## src/include/dsff_pkg.sv

```systemverilog
package dsff_pkg;

	localparam int SEL_W = 4;
	localparam int RES_W = 16;
	localparam int CONV_W = 14;
	localparam int RES_LSB = 2;
	localparam int SCAN_W = 3;

	// diagnostic selector codes
	localparam logic [3:0] SEL_NONE = 4'h0;
	localparam logic [3:0] SEL_ABS_TEMP = 4'h1;
	localparam logic [3:0] SEL_ANALOG_SUPPLY = 4'h2;
	localparam logic [3:0] SEL_ALT_REF = 4'h3;
	localparam logic [3:0] SEL_COMP_PATH = 4'h4;
	localparam logic [3:0] SEL_GAIN_CAL = 4'h5;
	localparam logic [3:0] SEL_OFFSET_CAL = 4'h6;
	localparam logic [3:0] SEL_DAC_HIGH = 4'h7;
	localparam logic [3:0] SEL_DAC_LOW = 4'h8;
	localparam logic [3:0] SEL_THERM_CAL = 4'h9;
	localparam logic [3:0] SEL_ZERO_SCALE = 4'ha;
	localparam logic [3:0] SEL_FULL_SCALE = 4'hb;
	localparam logic [3:0] SEL_LS_AMP = 4'hc;
	localparam logic [3:0] SEL_COMM_RAIL = 4'hd;

	// balancing-switch scan configuration codes
	localparam logic [2:0] SCAN_SW_SHORT = 3'h4;
	localparam logic [2:0] SCAN_SW_OPEN = 3'h5;
	localparam logic [2:0] SCAN_ODD_WIRE = 3'h6;
	localparam logic [2:0] SCAN_EVEN_WIRE = 3'h7;

	// DAC drive codes for the stuck-bit checks
	localparam logic [13:0] DAC_ZERO = 14'h0000;
	localparam logic [13:0] DAC_QUARTER = 14'h1000;
	localparam logic [13:0] DAC_THREE_QTR = 14'h3000;

	localparam logic [15:0] RESULT_RST = 16'h0000;

	// slow oscillator check
	localparam int CORE_CLK_HZ = 200_000_000;
	localparam int SLOW_OSC_HZ = 32_768;
	localparam int OSC_PERIODS = 2;
	localparam int OSC_TOL_PCT = 5;
	localparam int OSC_EXPECT = CORE_CLK_HZ / SLOW_OSC_HZ * OSC_PERIODS;

endpackage

```

## src/verilog/dsff_osc_check.sv

```systemverilog
`timescale 1ns/1ps
module dsff_osc_check #(
	parameter int EXPECT_CNT = dsff_pkg::OSC_EXPECT,
	parameter int CNT_W = 16
) (
	input wire logic core_clk,
	input wire logic reset_n,
	input wire logic slow_osc_tick,
	output logic osc_fault
);

	localparam int TOL = EXPECT_CNT * dsff_pkg::OSC_TOL_PCT / 100;
	localparam logic [CNT_W-1:0] HI_LIM = CNT_W'(EXPECT_CNT + TOL);
	localparam logic [CNT_W-1:0] LO_LIM = CNT_W'(EXPECT_CNT - TOL);

	if (EXPECT_CNT + TOL >= (1 << CNT_W) || EXPECT_CNT < 20) begin : g_bad_cnt
		$error("dsff_osc_check: bad count parameters");
	end

	logic [CNT_W-1:0] cnt_r;
	logic half_r;
	logic armed_r;
	logic sample;

	assign sample = slow_osc_tick && half_r;

	// fast-clock counter over two slow periods
	always_ff @(posedge core_clk or negedge reset_n) begin
		if (!reset_n) begin
			cnt_r <= '0;
		end else if (sample) begin
			cnt_r <= '0;
		end else if (cnt_r != '1) begin
			cnt_r <= cnt_r + 1'b1;
		end
	end

	always_ff @(posedge core_clk or negedge reset_n) begin
		if (!reset_n) begin
			half_r <= 1'b0;
			armed_r <= 1'b0;
		end else if (slow_osc_tick) begin
			half_r <= ~half_r;
			if (half_r)
				armed_r <= 1'b1;
		end
	end

	// first window after reset is partial, so it is not judged
	always_ff @(posedge core_clk or negedge reset_n) begin
		if (!reset_n) begin
			osc_fault <= 1'b0;
		end else begin
			osc_fault <= sample && armed_r && (cnt_r > HI_LIM || cnt_r < LO_LIM);
		end
	end

endmodule

```

## src/verilog/dsff_diag_ctl.sv

```systemverilog
`timescale 1ns/1ps
module dsff_diag_ctl #(
	parameter int N_SWITCH = 14,
	parameter int OSC_EXPECT_CNT = dsff_pkg::OSC_EXPECT
) (
	input wire logic core_clk,
	input wire logic reset_n,
	input wire logic [3:0] diag_select_a,
	input wire logic [3:0] diag_select_b,
	input wire logic acq_start,
	input wire logic acq_done,
	input wire logic oversample_en,
	output logic conv_req,
	output logic [3:0] conv_source,
	output logic conv_ref_analog,
	output logic conv_force_zero,
	output logic conv_force_full,
	output logic dac_drive_en,
	output logic [13:0] dac_drive_code,
	output logic thermistor_bias_en,
	output logic temp_monitor_hold,
	input wire logic conv_done,
	input wire logic [13:0] conv_data,
	output logic [15:0] diag_result_a,
	output logic [15:0] diag_result_b,
	output logic diag_busy,
	input wire logic [2:0] scan_config,
	input wire logic scan_done,
	input wire logic [N_SWITCH-1:0] switch_fault,
	output logic [N_SWITCH-1:0] balance_switch_alert,
	output logic balance_switch_alert_summary,
	input wire logic acc_over_cmp,
	input wire logic acc_under_cmp,
	output logic accuracy_over_alert,
	output logic accuracy_under_alert,
	input wire logic measuring,
	input wire logic headroom_low_cmp,
	output logic pump_headroom_alert,
	input wire logic flex_pack_en,
	input wire logic flex_fault_det,
	output logic flex_pack_fault_alert,
	input wire logic rx_upper_fault,
	input wire logic rx_lower_fault,
	output logic rx_upper_mode_alert,
	output logic rx_lower_mode_alert,
	input wire logic slow_osc_tick,
	output logic slow_osc_alert_a,
	output logic slow_osc_alert_b,
	input wire logic alert_clear
);

	if (N_SWITCH < 1 || N_SWITCH > 16) begin : g_bad_width
		$error("dsff_diag_ctl: N_SWITCH out of range");
	end

	typedef enum logic [2:0] {
		DSFF_IDLE,
		DSFF_CONV_A,
		DSFF_CONV_B,
		DSFF_WAIT_END
	} dsff_state_t;

	dsff_state_t state_r;
	dsff_state_t state_nxt;
	logic [3:0] sel_a_r;
	logic [3:0] sel_b_r;
	logic [3:0] cur_sel;
	logic por_check_r;
	logic osc_fault;

	// selector codes that start a measurement
	function automatic logic is_assigned(input logic [3:0] code);
		unique case (code)
			dsff_pkg::SEL_ABS_TEMP,
			dsff_pkg::SEL_ANALOG_SUPPLY,
			dsff_pkg::SEL_ALT_REF,
			dsff_pkg::SEL_COMP_PATH,
			dsff_pkg::SEL_GAIN_CAL,
			dsff_pkg::SEL_OFFSET_CAL,
			dsff_pkg::SEL_DAC_HIGH,
			dsff_pkg::SEL_DAC_LOW,
			dsff_pkg::SEL_THERM_CAL,
			dsff_pkg::SEL_ZERO_SCALE,
			dsff_pkg::SEL_FULL_SCALE,
			dsff_pkg::SEL_LS_AMP,
			dsff_pkg::SEL_COMM_RAIL: is_assigned = 1'b1;
			default: is_assigned = 1'b0;
		endcase
	endfunction

	// left-justified result word
	function automatic logic [15:0] justify(input logic [13:0] d);
		justify = {d, 2'b00};
	endfunction

	// selectors latched at acquisition start
	always_ff @(posedge core_clk or negedge reset_n) begin
		if (!reset_n) begin
			sel_a_r <= dsff_pkg::SEL_NONE;
			sel_b_r <= dsff_pkg::SEL_NONE;
		end else if (state_r == DSFF_IDLE && acq_start) begin
			sel_a_r <= diag_select_a;
			sel_b_r <= diag_select_b;
		end
	end

	always_comb begin
		state_nxt = state_r;
		unique case (state_r)
			DSFF_IDLE: begin
				if (acq_start) begin
					if (is_assigned(diag_select_a))
						state_nxt = DSFF_CONV_A;
					else if (is_assigned(diag_select_b))
						state_nxt = DSFF_CONV_B;
					else
						state_nxt = DSFF_WAIT_END;
				end
			end
			DSFF_CONV_A: begin
				if (conv_done) begin
					if (is_assigned(sel_b_r))
						state_nxt = DSFF_CONV_B;
					else
						state_nxt = DSFF_WAIT_END;
				end
			end
			DSFF_CONV_B: begin
				if (conv_done)
					state_nxt = DSFF_WAIT_END;
			end
			DSFF_WAIT_END: begin
				if (acq_done)
					state_nxt = DSFF_IDLE;
			end
		endcase
	end

	always_ff @(posedge core_clk or negedge reset_n) begin
		if (!reset_n)
			state_r <= DSFF_IDLE;
		else
			state_r <= state_nxt;
	end

	// source routing for the active selector
	assign cur_sel = (state_r == DSFF_CONV_B) ? sel_b_r : sel_a_r;
	assign conv_req = (state_r == DSFF_CONV_A) || (state_r == DSFF_CONV_B);
	assign diag_busy = (state_r != DSFF_IDLE);
	assign conv_source = conv_req ? cur_sel : dsff_pkg::SEL_NONE;
	assign conv_ref_analog = conv_req
		&& cur_sel == dsff_pkg::SEL_ANALOG_SUPPLY;
	assign conv_force_zero = conv_req
		&& cur_sel == dsff_pkg::SEL_ZERO_SCALE;
	assign conv_force_full = conv_req
		&& cur_sel == dsff_pkg::SEL_FULL_SCALE;
	assign thermistor_bias_en = conv_req
		&& cur_sel == dsff_pkg::SEL_THERM_CAL;
	assign temp_monitor_hold = diag_busy
		&& (sel_a_r == dsff_pkg::SEL_ABS_TEMP
		|| sel_b_r == dsff_pkg::SEL_ABS_TEMP);

	// DAC levels for the stuck-bit checks
	always_ff @(posedge core_clk or negedge reset_n) begin
		if (!reset_n) begin
			dac_drive_en <= 1'b0;
			dac_drive_code <= dsff_pkg::DAC_ZERO;
		end else if (state_nxt == DSFF_CONV_A || state_nxt == DSFF_CONV_B) begin
			if (state_nxt == DSFF_CONV_A && state_r == DSFF_IDLE) begin
				dac_drive_en <= diag_select_a == dsff_pkg::SEL_DAC_HIGH
					|| diag_select_a == dsff_pkg::SEL_DAC_LOW;
				dac_drive_code <= diag_select_a == dsff_pkg::SEL_DAC_HIGH ?
					dsff_pkg::DAC_THREE_QTR : dsff_pkg::DAC_QUARTER;
			end else if (state_nxt == DSFF_CONV_B && state_r != DSFF_CONV_B) begin
				dac_drive_en <= (state_r == DSFF_IDLE ? diag_select_b : sel_b_r)
					== dsff_pkg::SEL_DAC_HIGH
					|| (state_r == DSFF_IDLE ? diag_select_b : sel_b_r)
					== dsff_pkg::SEL_DAC_LOW;
				dac_drive_code <= (state_r == DSFF_IDLE ? diag_select_b : sel_b_r)
					== dsff_pkg::SEL_DAC_HIGH ?
					dsff_pkg::DAC_THREE_QTR : dsff_pkg::DAC_QUARTER;
			end
		end else begin
			dac_drive_en <= 1'b0;
			dac_drive_code <= dsff_pkg::DAC_ZERO;
		end
	end

	// per-selector result registers
	always_ff @(posedge core_clk or negedge reset_n) begin
		if (!reset_n)
			diag_result_a <= dsff_pkg::RESULT_RST;
		else if (state_r == DSFF_CONV_A && conv_done)
			diag_result_a <= justify(conv_data);
	end

	always_ff @(posedge core_clk or negedge reset_n) begin
		if (!reset_n)
			diag_result_b <= dsff_pkg::RESULT_RST;
		else if (state_r == DSFF_CONV_B && conv_done)
			diag_result_b <= justify(conv_data);
	end

	// balancing-switch diagnostic scans
	always_ff @(posedge core_clk or negedge reset_n) begin
		if (!reset_n) begin
			balance_switch_alert <= '0;
			balance_switch_alert_summary <= 1'b0;
		end else if (scan_done && scan_config[2]) begin
			balance_switch_alert <= balance_switch_alert | switch_fault;
			balance_switch_alert_summary <= balance_switch_alert_summary
				|| (|switch_fault);
		end else if (alert_clear) begin
			balance_switch_alert <= '0;
			balance_switch_alert_summary <= 1'b0;
		end
	end

	// accuracy comparison after oversampled acquisitions
	always_ff @(posedge core_clk or negedge reset_n) begin
		if (!reset_n) begin
			accuracy_over_alert <= 1'b0;
			accuracy_under_alert <= 1'b0;
		end else if (acq_done && oversample_en) begin
			accuracy_over_alert <= acc_over_cmp;
			accuracy_under_alert <= acc_under_cmp;
		end
	end

	// headroom refreshed while measuring only
	always_ff @(posedge core_clk or negedge reset_n) begin
		if (!reset_n)
			pump_headroom_alert <= 1'b0;
		else if (measuring)
			pump_headroom_alert <= headroom_low_cmp;
	end

	// flexible-pack fault, sticky, set beats clear
	always_ff @(posedge core_clk or negedge reset_n) begin
		if (!reset_n)
			flex_pack_fault_alert <= 1'b0;
		else if (flex_pack_en && flex_fault_det)
			flex_pack_fault_alert <= 1'b1;
		else if (alert_clear)
			flex_pack_fault_alert <= 1'b0;
	end

	// receive pin mode check once after reset release
	always_ff @(posedge core_clk or negedge reset_n) begin
		if (!reset_n)
			por_check_r <= 1'b1;
		else
			por_check_r <= 1'b0;
	end

	always_ff @(posedge core_clk or negedge reset_n) begin
		if (!reset_n) begin
			rx_upper_mode_alert <= 1'b0;
			rx_lower_mode_alert <= 1'b0;
		end else if (por_check_r) begin
			rx_upper_mode_alert <= rx_upper_fault;
			rx_lower_mode_alert <= rx_lower_fault;
		end else if (alert_clear) begin
			rx_upper_mode_alert <= 1'b0;
			rx_lower_mode_alert <= 1'b0;
		end
	end

	dsff_osc_check #(
		.EXPECT_CNT(OSC_EXPECT_CNT),
		.CNT_W(16)
	) u_osc (
		.core_clk(core_clk),
		.reset_n(reset_n),
		.slow_osc_tick(slow_osc_tick),
		.osc_fault(osc_fault)
	);

	// both oscillator alerts, sticky, set beats clear
	always_ff @(posedge core_clk or negedge reset_n) begin
		if (!reset_n) begin
			slow_osc_alert_a <= 1'b0;
			slow_osc_alert_b <= 1'b0;
		end else if (osc_fault) begin
			slow_osc_alert_a <= 1'b1;
			slow_osc_alert_b <= 1'b1;
		end else if (alert_clear) begin
			slow_osc_alert_a <= 1'b0;
			slow_osc_alert_b <= 1'b0;
		end
	end

endmodule

```

## config.mk

```make
export PLATFORM = sky130hd
export DESIGN_NAME = dsff_diag_ctl
export DESIGN_NICKNAME = d
export VERILOG_FILES = /design/src/include/dsff_pkg.sv /design/src/verilog/dsff_osc_check.sv /design/src/verilog/dsff_diag_ctl.sv
export SDC_FILE = /design/constraint.sdc
export NUM_CORES = 1
export LEC_CHECK = 0
export ABC_AREA = 1
export BUFFER_PORTS_ARGS = -buffer_cell sky130_fd_sc_hd__buf_2
export CAP_MARGIN = 10
export CORE_MARGIN = 1
export CORE_UTILIZATION = 47
export CTS_CLUSTER_SIZE = 20
export DETAILED_ROUTE_END_ITERATION = 8
export PLACE_DENSITY = 0.75
export SLEW_MARGIN = 15
export SYNTH_ARGS = -nofsm -noshare
export SYNTH_HDL_FRONTEND = slang
export SYNTH_SLANG_ARGS = --single-unit
export TNS_END_PERCENT = 100
```

## constraint.sdc

```tcl
create_clock -name core_clk -period 1.9 [get_ports core_clk]
set_clock_uncertainty 0.1 [all_clocks]
set_input_delay 0.285 -clock core_clk [delete_from_list [all_inputs] [get_ports core_clk]]
set_output_delay 0.285 -clock core_clk [all_outputs]
set_load 0.02 [all_outputs]
```

# --- After elaboration in Yosys (flattened, before gate mapping) ---
# Memory sizes are Yosys's and may differ from the RTL's.
# Cells that the tools add are included.
word_totals:
  register_bits: 96
  rom_bits: 48
  in_bits: 56
  mem_count: 3
classes:
  addsub: 1
  order_cmp: 2
  n_eq_ne: 18
  muxes: 36
  bitwise: 2
  n_reduce_logical: 32
mem_list:
  columns: ["memory", "depth", "width", "rd", "rd_clocked_by_memory_dff", "wr", "line_no", "source"]
  rows:
  - ["(no name shown)", 16, 1, 1, 0, 0, "dsff_diag_ctl.sv:73", "unique case (code)"]
  - ["(no name shown)", 16, 1, 1, 0, 0, "dsff_diag_ctl.sv:73", null]
  - ["(no name shown)", 16, 1, 1, 0, 0, "dsff_diag_ctl.sv:73", null]
ops:
  columns: ["op", "count"]
  rows:
  - ["14-bit 2-to-1 mux", 7]
  - ["16-bit 2-to-1 mux", 2]
  - ["4-bit equality test, second input constant", 5]
  - ["1-bit 2-to-1 mux", 18]
  - ["16-bit by 1-bit adder with 16-bit output, second input constant", 1]
  - ["16-bit by 14-bit greater-than comparator with 1-bit output, second input constant", 1]
  - ["1-bit logical AND", 16]
  - ["16-bit by 14-bit less-than comparator with 1-bit output, second input constant", 1]
  - ["16-bit != test, second input constant", 1]
  - ["14-bit bitwise OR", 1]
  - ["14-bit OR reduction", 1]
  - ["3-bit 2-to-1 mux", 4]
  - ["4-bit 2-to-1 mux", 3]
  - ["3-bit case mux with 4 select lines", 1]
  - ["2-bit nonzero test", 5]
  - ["3-bit by 2-bit equality test with 1-bit output, second input constant", 3]
  - ["4-bit by 1-bit equality test with 1-bit output, second input constant", 2]
  - ["4-bit by 3-bit equality test with 1-bit output, second input constant", 2]
  - ["1-bit logical OR", 7]
  - ["3-bit by 1-bit equality test with 1-bit output, second input constant", 2]
  - ["4-bit by 2-bit equality test with 1-bit output, second input constant", 1]
  - ["3-bit zero test", 1]
  - ["3-bit by 1-bit != test with 1-bit output, second input constant", 1]
  - ["3-bit by 2-bit != test with 1-bit output, second input constant", 1]
  - ["4 further kinds", 4]

# --- Depth between registers and ports, before layout ---
# An unclocked memory read counts as a cell.
depth:
  depth_word: 15
  ltp_mapped: 11

# --- Cells and area by module ---
# A second synthesis with hierarchy kept.
unflattened:
  cells_unflattened: 549
  hier_area_um2: 4360.4
by_module_without_submodules:
  columns: ["module", "n_inst", "cells_per_inst", "area_each_um2"]
  rows:
  - ["dsff_diag_ctl", 1, 367, 3108.0]
  - ["dsff_osc_check", 1, 182, 1252.5]

# --- Least setup slack after synthesis ---
# Ideal clock, no wire load.
synth_path:
  path_type: "flip-flop to output port"
  startpoint: "reg state_r[2]"
  endpoint: "out conv_force_full"
  arrival_ns: 1.815
  path_slack_ns: -0.300
  stages_incl_launch_ff: 9
  path_cell_list: "dfrtp_1 -> nor2_4 -> nand2_1 -> buf_4 -> nand2_1 -> inv_1 -> nor2_2 -> nand2_1 -> nor2_1"
synth_via:
  word_cells_on_any_way: 6
  classes_between: "3 x eq/ne; 1 x mux; 2 x reduce/logical"
synth_lines:
  columns: ["item", "line_no", "source"]
  rows:
  - ["start: declaration", "dsff_diag_ctl.sv:63", "dsff_state_t state_r;"]
  - ["start signal: assignment", "dsff_diag_ctl.sv:143", "state_r <= state_nxt;"]
  - ["3-bit by 1-bit equality test with 1-bit output / 3-bit by 2-bit equality test with 1-bit output (equally long branches)", "dsff_diag_ctl.sv:148", "assign conv_req = (state_r == DSFF_CONV_A) || (state_r == DSFF_CONV_B);"]
  - ["1-bit logical OR (*)", "dsff_diag_ctl.sv:148", null]
  - ["net conv_req", "dsff_diag_ctl.sv:13", "output logic conv_req,"]
  - ["1-bit logical AND (*)", "dsff_diag_ctl.sv:156", "&& cur_sel == dsff_pkg::SEL_FULL_SCALE;"]
  - ["end: declaration", "dsff_diag_ctl.sv:17", "output logic conv_force_full,"]
# The timed path passes the listed nets; every way through them passes the cells marked *.

# --- Final worst setup path ---
layout_path:
  startpoint: "reg state_r[2]"
  endpoint: "out conv_force_full"
layout_via:
  elab_chain_len: 4
  word_cells_on_any_way: 6
  classes_between: "3 x eq/ne; 1 x mux; 2 x reduce/logical"
layout_rtl:
  columns: ["item", "line_no", "source"]
  rows:
  - ["3-bit by 2-bit equality test with 1-bit output", "dsff_diag_ctl.sv:147, dsff_diag_ctl.sv:148", null]
  - ["4-bit 2-to-1 mux", "dsff_diag_ctl.sv:147", "assign cur_sel = (state_r == DSFF_CONV_B) ? sel_b_r : sel_a_r;"]
  - ["4-bit equality test", "dsff_diag_ctl.sv:156", null]
  - ["1-bit logical AND (*)", "dsff_diag_ctl.sv:156", null]
# Mark *: on every way between the ends. The rest lies on a longest branch, timed or not.

==> results.json <==
{
  "slew_headroom_pct": 64.5,
  "die_h_um": 97.6,
  "status": "complete, but fails checks",
  "routed-via-count": 4110,
  "violations": "negative setup slack",
  "wire_per_inst_um": 14.2,
  "place_congestion": 0.892,
  "die_w_um": 97.6,
  "min_period_ns": 2.25,
  "fmax_mhz": 444,
  "vdd.ir_drop.worst_uv": 656,
  "n_antenna_cell": 0,
  "finalSetupTns_ns": -1.56,
  "cp_max_fo": 5,
  "initialDrtViolationCount": 179,
  "antenna_found_initial": 0,
  "ant_nets": 0,
  "synthCells": 534,
  "synth_warnings": 0,
  "final_common_cell": "nand2_1",
  "synthAdderAreaFrac_pct": 0.583,
  "grt-ovfl-total": 0,
  "io-pin-count": 137,
  "grt_max_degree": 43,
  "power_density_nw_per_um2": 1420,
  "clockBufferDepth": 2,
  "crit_type": "flop to output port",
  "syn_avg_cell_area_sq_um": 8.04,
  "yosys_register_bits": 84,
  "initial_core_util_pct": 49.0,
  "n_fill_cell": 748,
  "totalWireLength_um": 11200,
  "holdWs_ns": 0.0214,
  "cts_buffers": 9,
  "routed_via_density": 5.20,
  "rows": 34,
  "core_sq_um": 8760,
  "drv_cap": 0,
  "cts_sinks": 84,
  "layout_common_cells": "nand2_1 (153), buf_2 (108), dfrtp_1 (80), nor2_1 (47), inv_1 (44)",
  "cts_tree": "done",
  "nNetsFinal": 736,
  "synth-compound-area-share_pct": 8.98,
  "worst_slew_pin_slew_ns": 0.529,
  "track_usage_pct": 23.5,
  "clkLatencyLatePin_ns": 0.37,
  "design_area_sq_um": 5580,
  "rsz0062_at_grt": "true",
  "setup_viol": 9,
  "area_growth_pct": 30.0,
  "start_kind": "flop",
  "cts_root_buf": "clkbuf_8",
  "hp-class": "primary input to flop",
  "htreeDepth": 3,
  "grt_pass1_vias": 3865,
  "dpl.hpwl_um": 7800,
  "numPortBuffers": 118,
  "synth.mux.area_fraction_pct": 0.787,
  "hold_viol": 0,
  "path_cells": "nor2_4 -> nand2_4 -> o21ai_4 -> inv_2 -> nor2_1 -> nand2_1 -> nor2_2 -> buf_6",
  "first_pass_iters": 4,
  "placed_area_sq_um": 5090,
  "drc_errors": 0,
  "synth-seq-area-share_pct": 49.0,
  "ys_types": 44,
  "p_leak_uw": 0.00293,
  "synth_top_family_by_area": "simple AND/OR/NAND/NOR gates",
  "min_from": "conv_data[10]",
  "cp_slowest_stage_delay_ns": 0.44,
  "worstPathRequired_ns": 1.51,
  "grt_first_pass_wirelength_um": 18000,
  "end_kind": "output port",
  "syn-cell-area_sq_um": 4290,
  "yosys.area_share.simple_pct": 31.3,
  "clk_pin_slew_worst_paths_ns": 0.10,
  "synth_xor_area_share_pct": 0.408,
  "final_max_slew_viol_count": 0,
  "worst_slack_ns": -0.351,
  "crit_arrival_ns": 1.87,
  "critical-path-slowest-cell": "dfrtp_2",
  "r2r-start": "state_r[1]$_DFF_PN0_",
  "fin_crit_sh_pct": 118,
  "crit_start": "state_r[2]$_DFF_PN0_",
  "dieArea_sq_um": 9520,
  "drive_above_1_share_pct": 32.7
}
cells in the mapped netlist (all sizes together):
| library cell | count | share of area [%] |
|---|---|---|
| buf | 21 | 3.5 |
| a211oi | 2 | 0.35 |
| nand4 | 16 | 2.8 |
| nor2b | 1 | 0.15 |
| a311oi | 1 | 0.20 |
| a21o | 1 | 0.17 |
| nor2 | 58 | 5.8 |
| nand2 | 166 | 15 |
| o31a | 2 | 0.41 |
| conb | 1 | 0.087 |
| ha | 2 | 0.58 |
| clkbuf | 7 | 0.61 |
| o21ai | 25 | 3.0 |
| clkinv | 1 | 0.087 |
| o21bai | 1 | 0.17 |
| a22o | 1 | 0.20 |
| nor4 | 6 | 1.2 |
| nor3 | 17 | 2.3 |
| a21oi | 28 | 3.6 |
| o31ai | 4 | 0.70 |
| mux2 | 3 | 0.79 |
| nand3 | 26 | 3.4 |
| or2 | 1 | 0.15 |
| a31oi | 1 | 0.15 |
| dfstp | 1 | 0.61 |
| nand3b | 3 | 0.82 |
| dfrtp | 83 | 48 |
| inv | 53 | 4.6 |
| xor2 | 2 | 0.41 |
stage by stage:
step	worst slack (ns)	cells	utilization (%)	power, uW
6_report	-0.351	791	63.7	7940
5_1_grt	-0.404	791	63.7	8430
4_1_cts	-0.272	788	62.2	7570
3_5_place_dp	-0.00154	763	58.1	5930
3_3_place_gp	0.0724	763	58.1	5820
2_1_floorplan	-0.0133	550	-	4930
per-layer routing:
layer	global-route usage [%]	up-vias	part of all wire (%)
li1	-	1992	-
met1	29.7	1980	42
met2	40.0	119	51
met3	3.74	19	4.2
met4	9.62	0	2.3
met5	0	-	0
worst max-delay path, delay by kind of cell (launching register included):
family / cells / cell delay [ns]
AO/OA/AOI/OAI: 1 / 0.18
buffers and inverters: 2 / 0.20
flip-flops: 1 / 0.44
AND/OR/NAND/NOR: 5 / 0.70
final timing paths:
check | end | slack (ns) | cells past startpoint
max in group asynchronous | por_check_r$_DFF_PN1_ | 0.79 | 3
min reg2reg | slow_osc_alert_b$_DFFE_PN0P_ | 0.34 | 1
max | conv_force_full | -0.35 | 8
min | diag_result_b[12]$_DFFE_PN0P_ | 0.02 | 3
min in group asynchronous | sel_b_r[0]$_DFFE_PN0P_ | 0.27 | 2
max reg2reg | dac_drive_en$_DFFE_PN0P_ | 0.06 | 10
flip-flops by register name, indices dropped and copies added, names as in the netlist:
register	cells
diag_result_a	14
flex_pack_fault_alert	1
accuracy_over_alert	1
u_osc.half_r	1
sel_a_r	4
sel_b_r	4
pump_headroom_alert	1
dac_drive_code	2
u_osc.cnt_r	16
accuracy_under_alert	1
balance_switch_alert_summary	1
balance_switch_alert	14
por_check_r	1
diag_result_b	14
u_osc.osc_fault	1
rx_lower_mode_alert	1
rx_upper_mode_alert	1
slow_osc_alert_b	1
u_osc.armed_r	1
state_r	3
dac_drive_en	1
timing repair:
action                     in CTS  in global routing
cloned                          1                  0
gates resized for setup        27                 32
pin swaps                       3                 11
setup endpoints to repair       9                 21
setup buffers                   7                  3
hold buffers                    1                  0
hold endpoints to repair       26                  0
final cells by class:
type	instances	area (sq um)	share of cell area, %
Clock inverter	7	76.3	1.37
Sequential cell	84	2110	37.8
Timing Repair Buffer	144	856	15.3
Multi-Input combinational cell	385	2070	37.0
Clock buffer	9	124	2.22
Inverter	54	215	3.86
Tap cell	108	135	2.42
power by group:
group | internal [uW] | switching (uW)
clock | 522 | 739
sequential | 2280 | 347
combinational | 1480 | 2560
logic make-up after synthesis:
| group | Yosys count |
|---|---|
| AO/OA/AOI/OAI | 66 |
| XOR/XNOR | 2 |
| adder cells (fa/ha/maj) | 2 |
| buffers and inverters | 82 |
| flip-flops | 84 |
| multiplexers | 3 |
| other | 1 |
| AND/OR/NAND/NOR | 294 |
No activity file was read; power rests on OpenSTA's default activity.
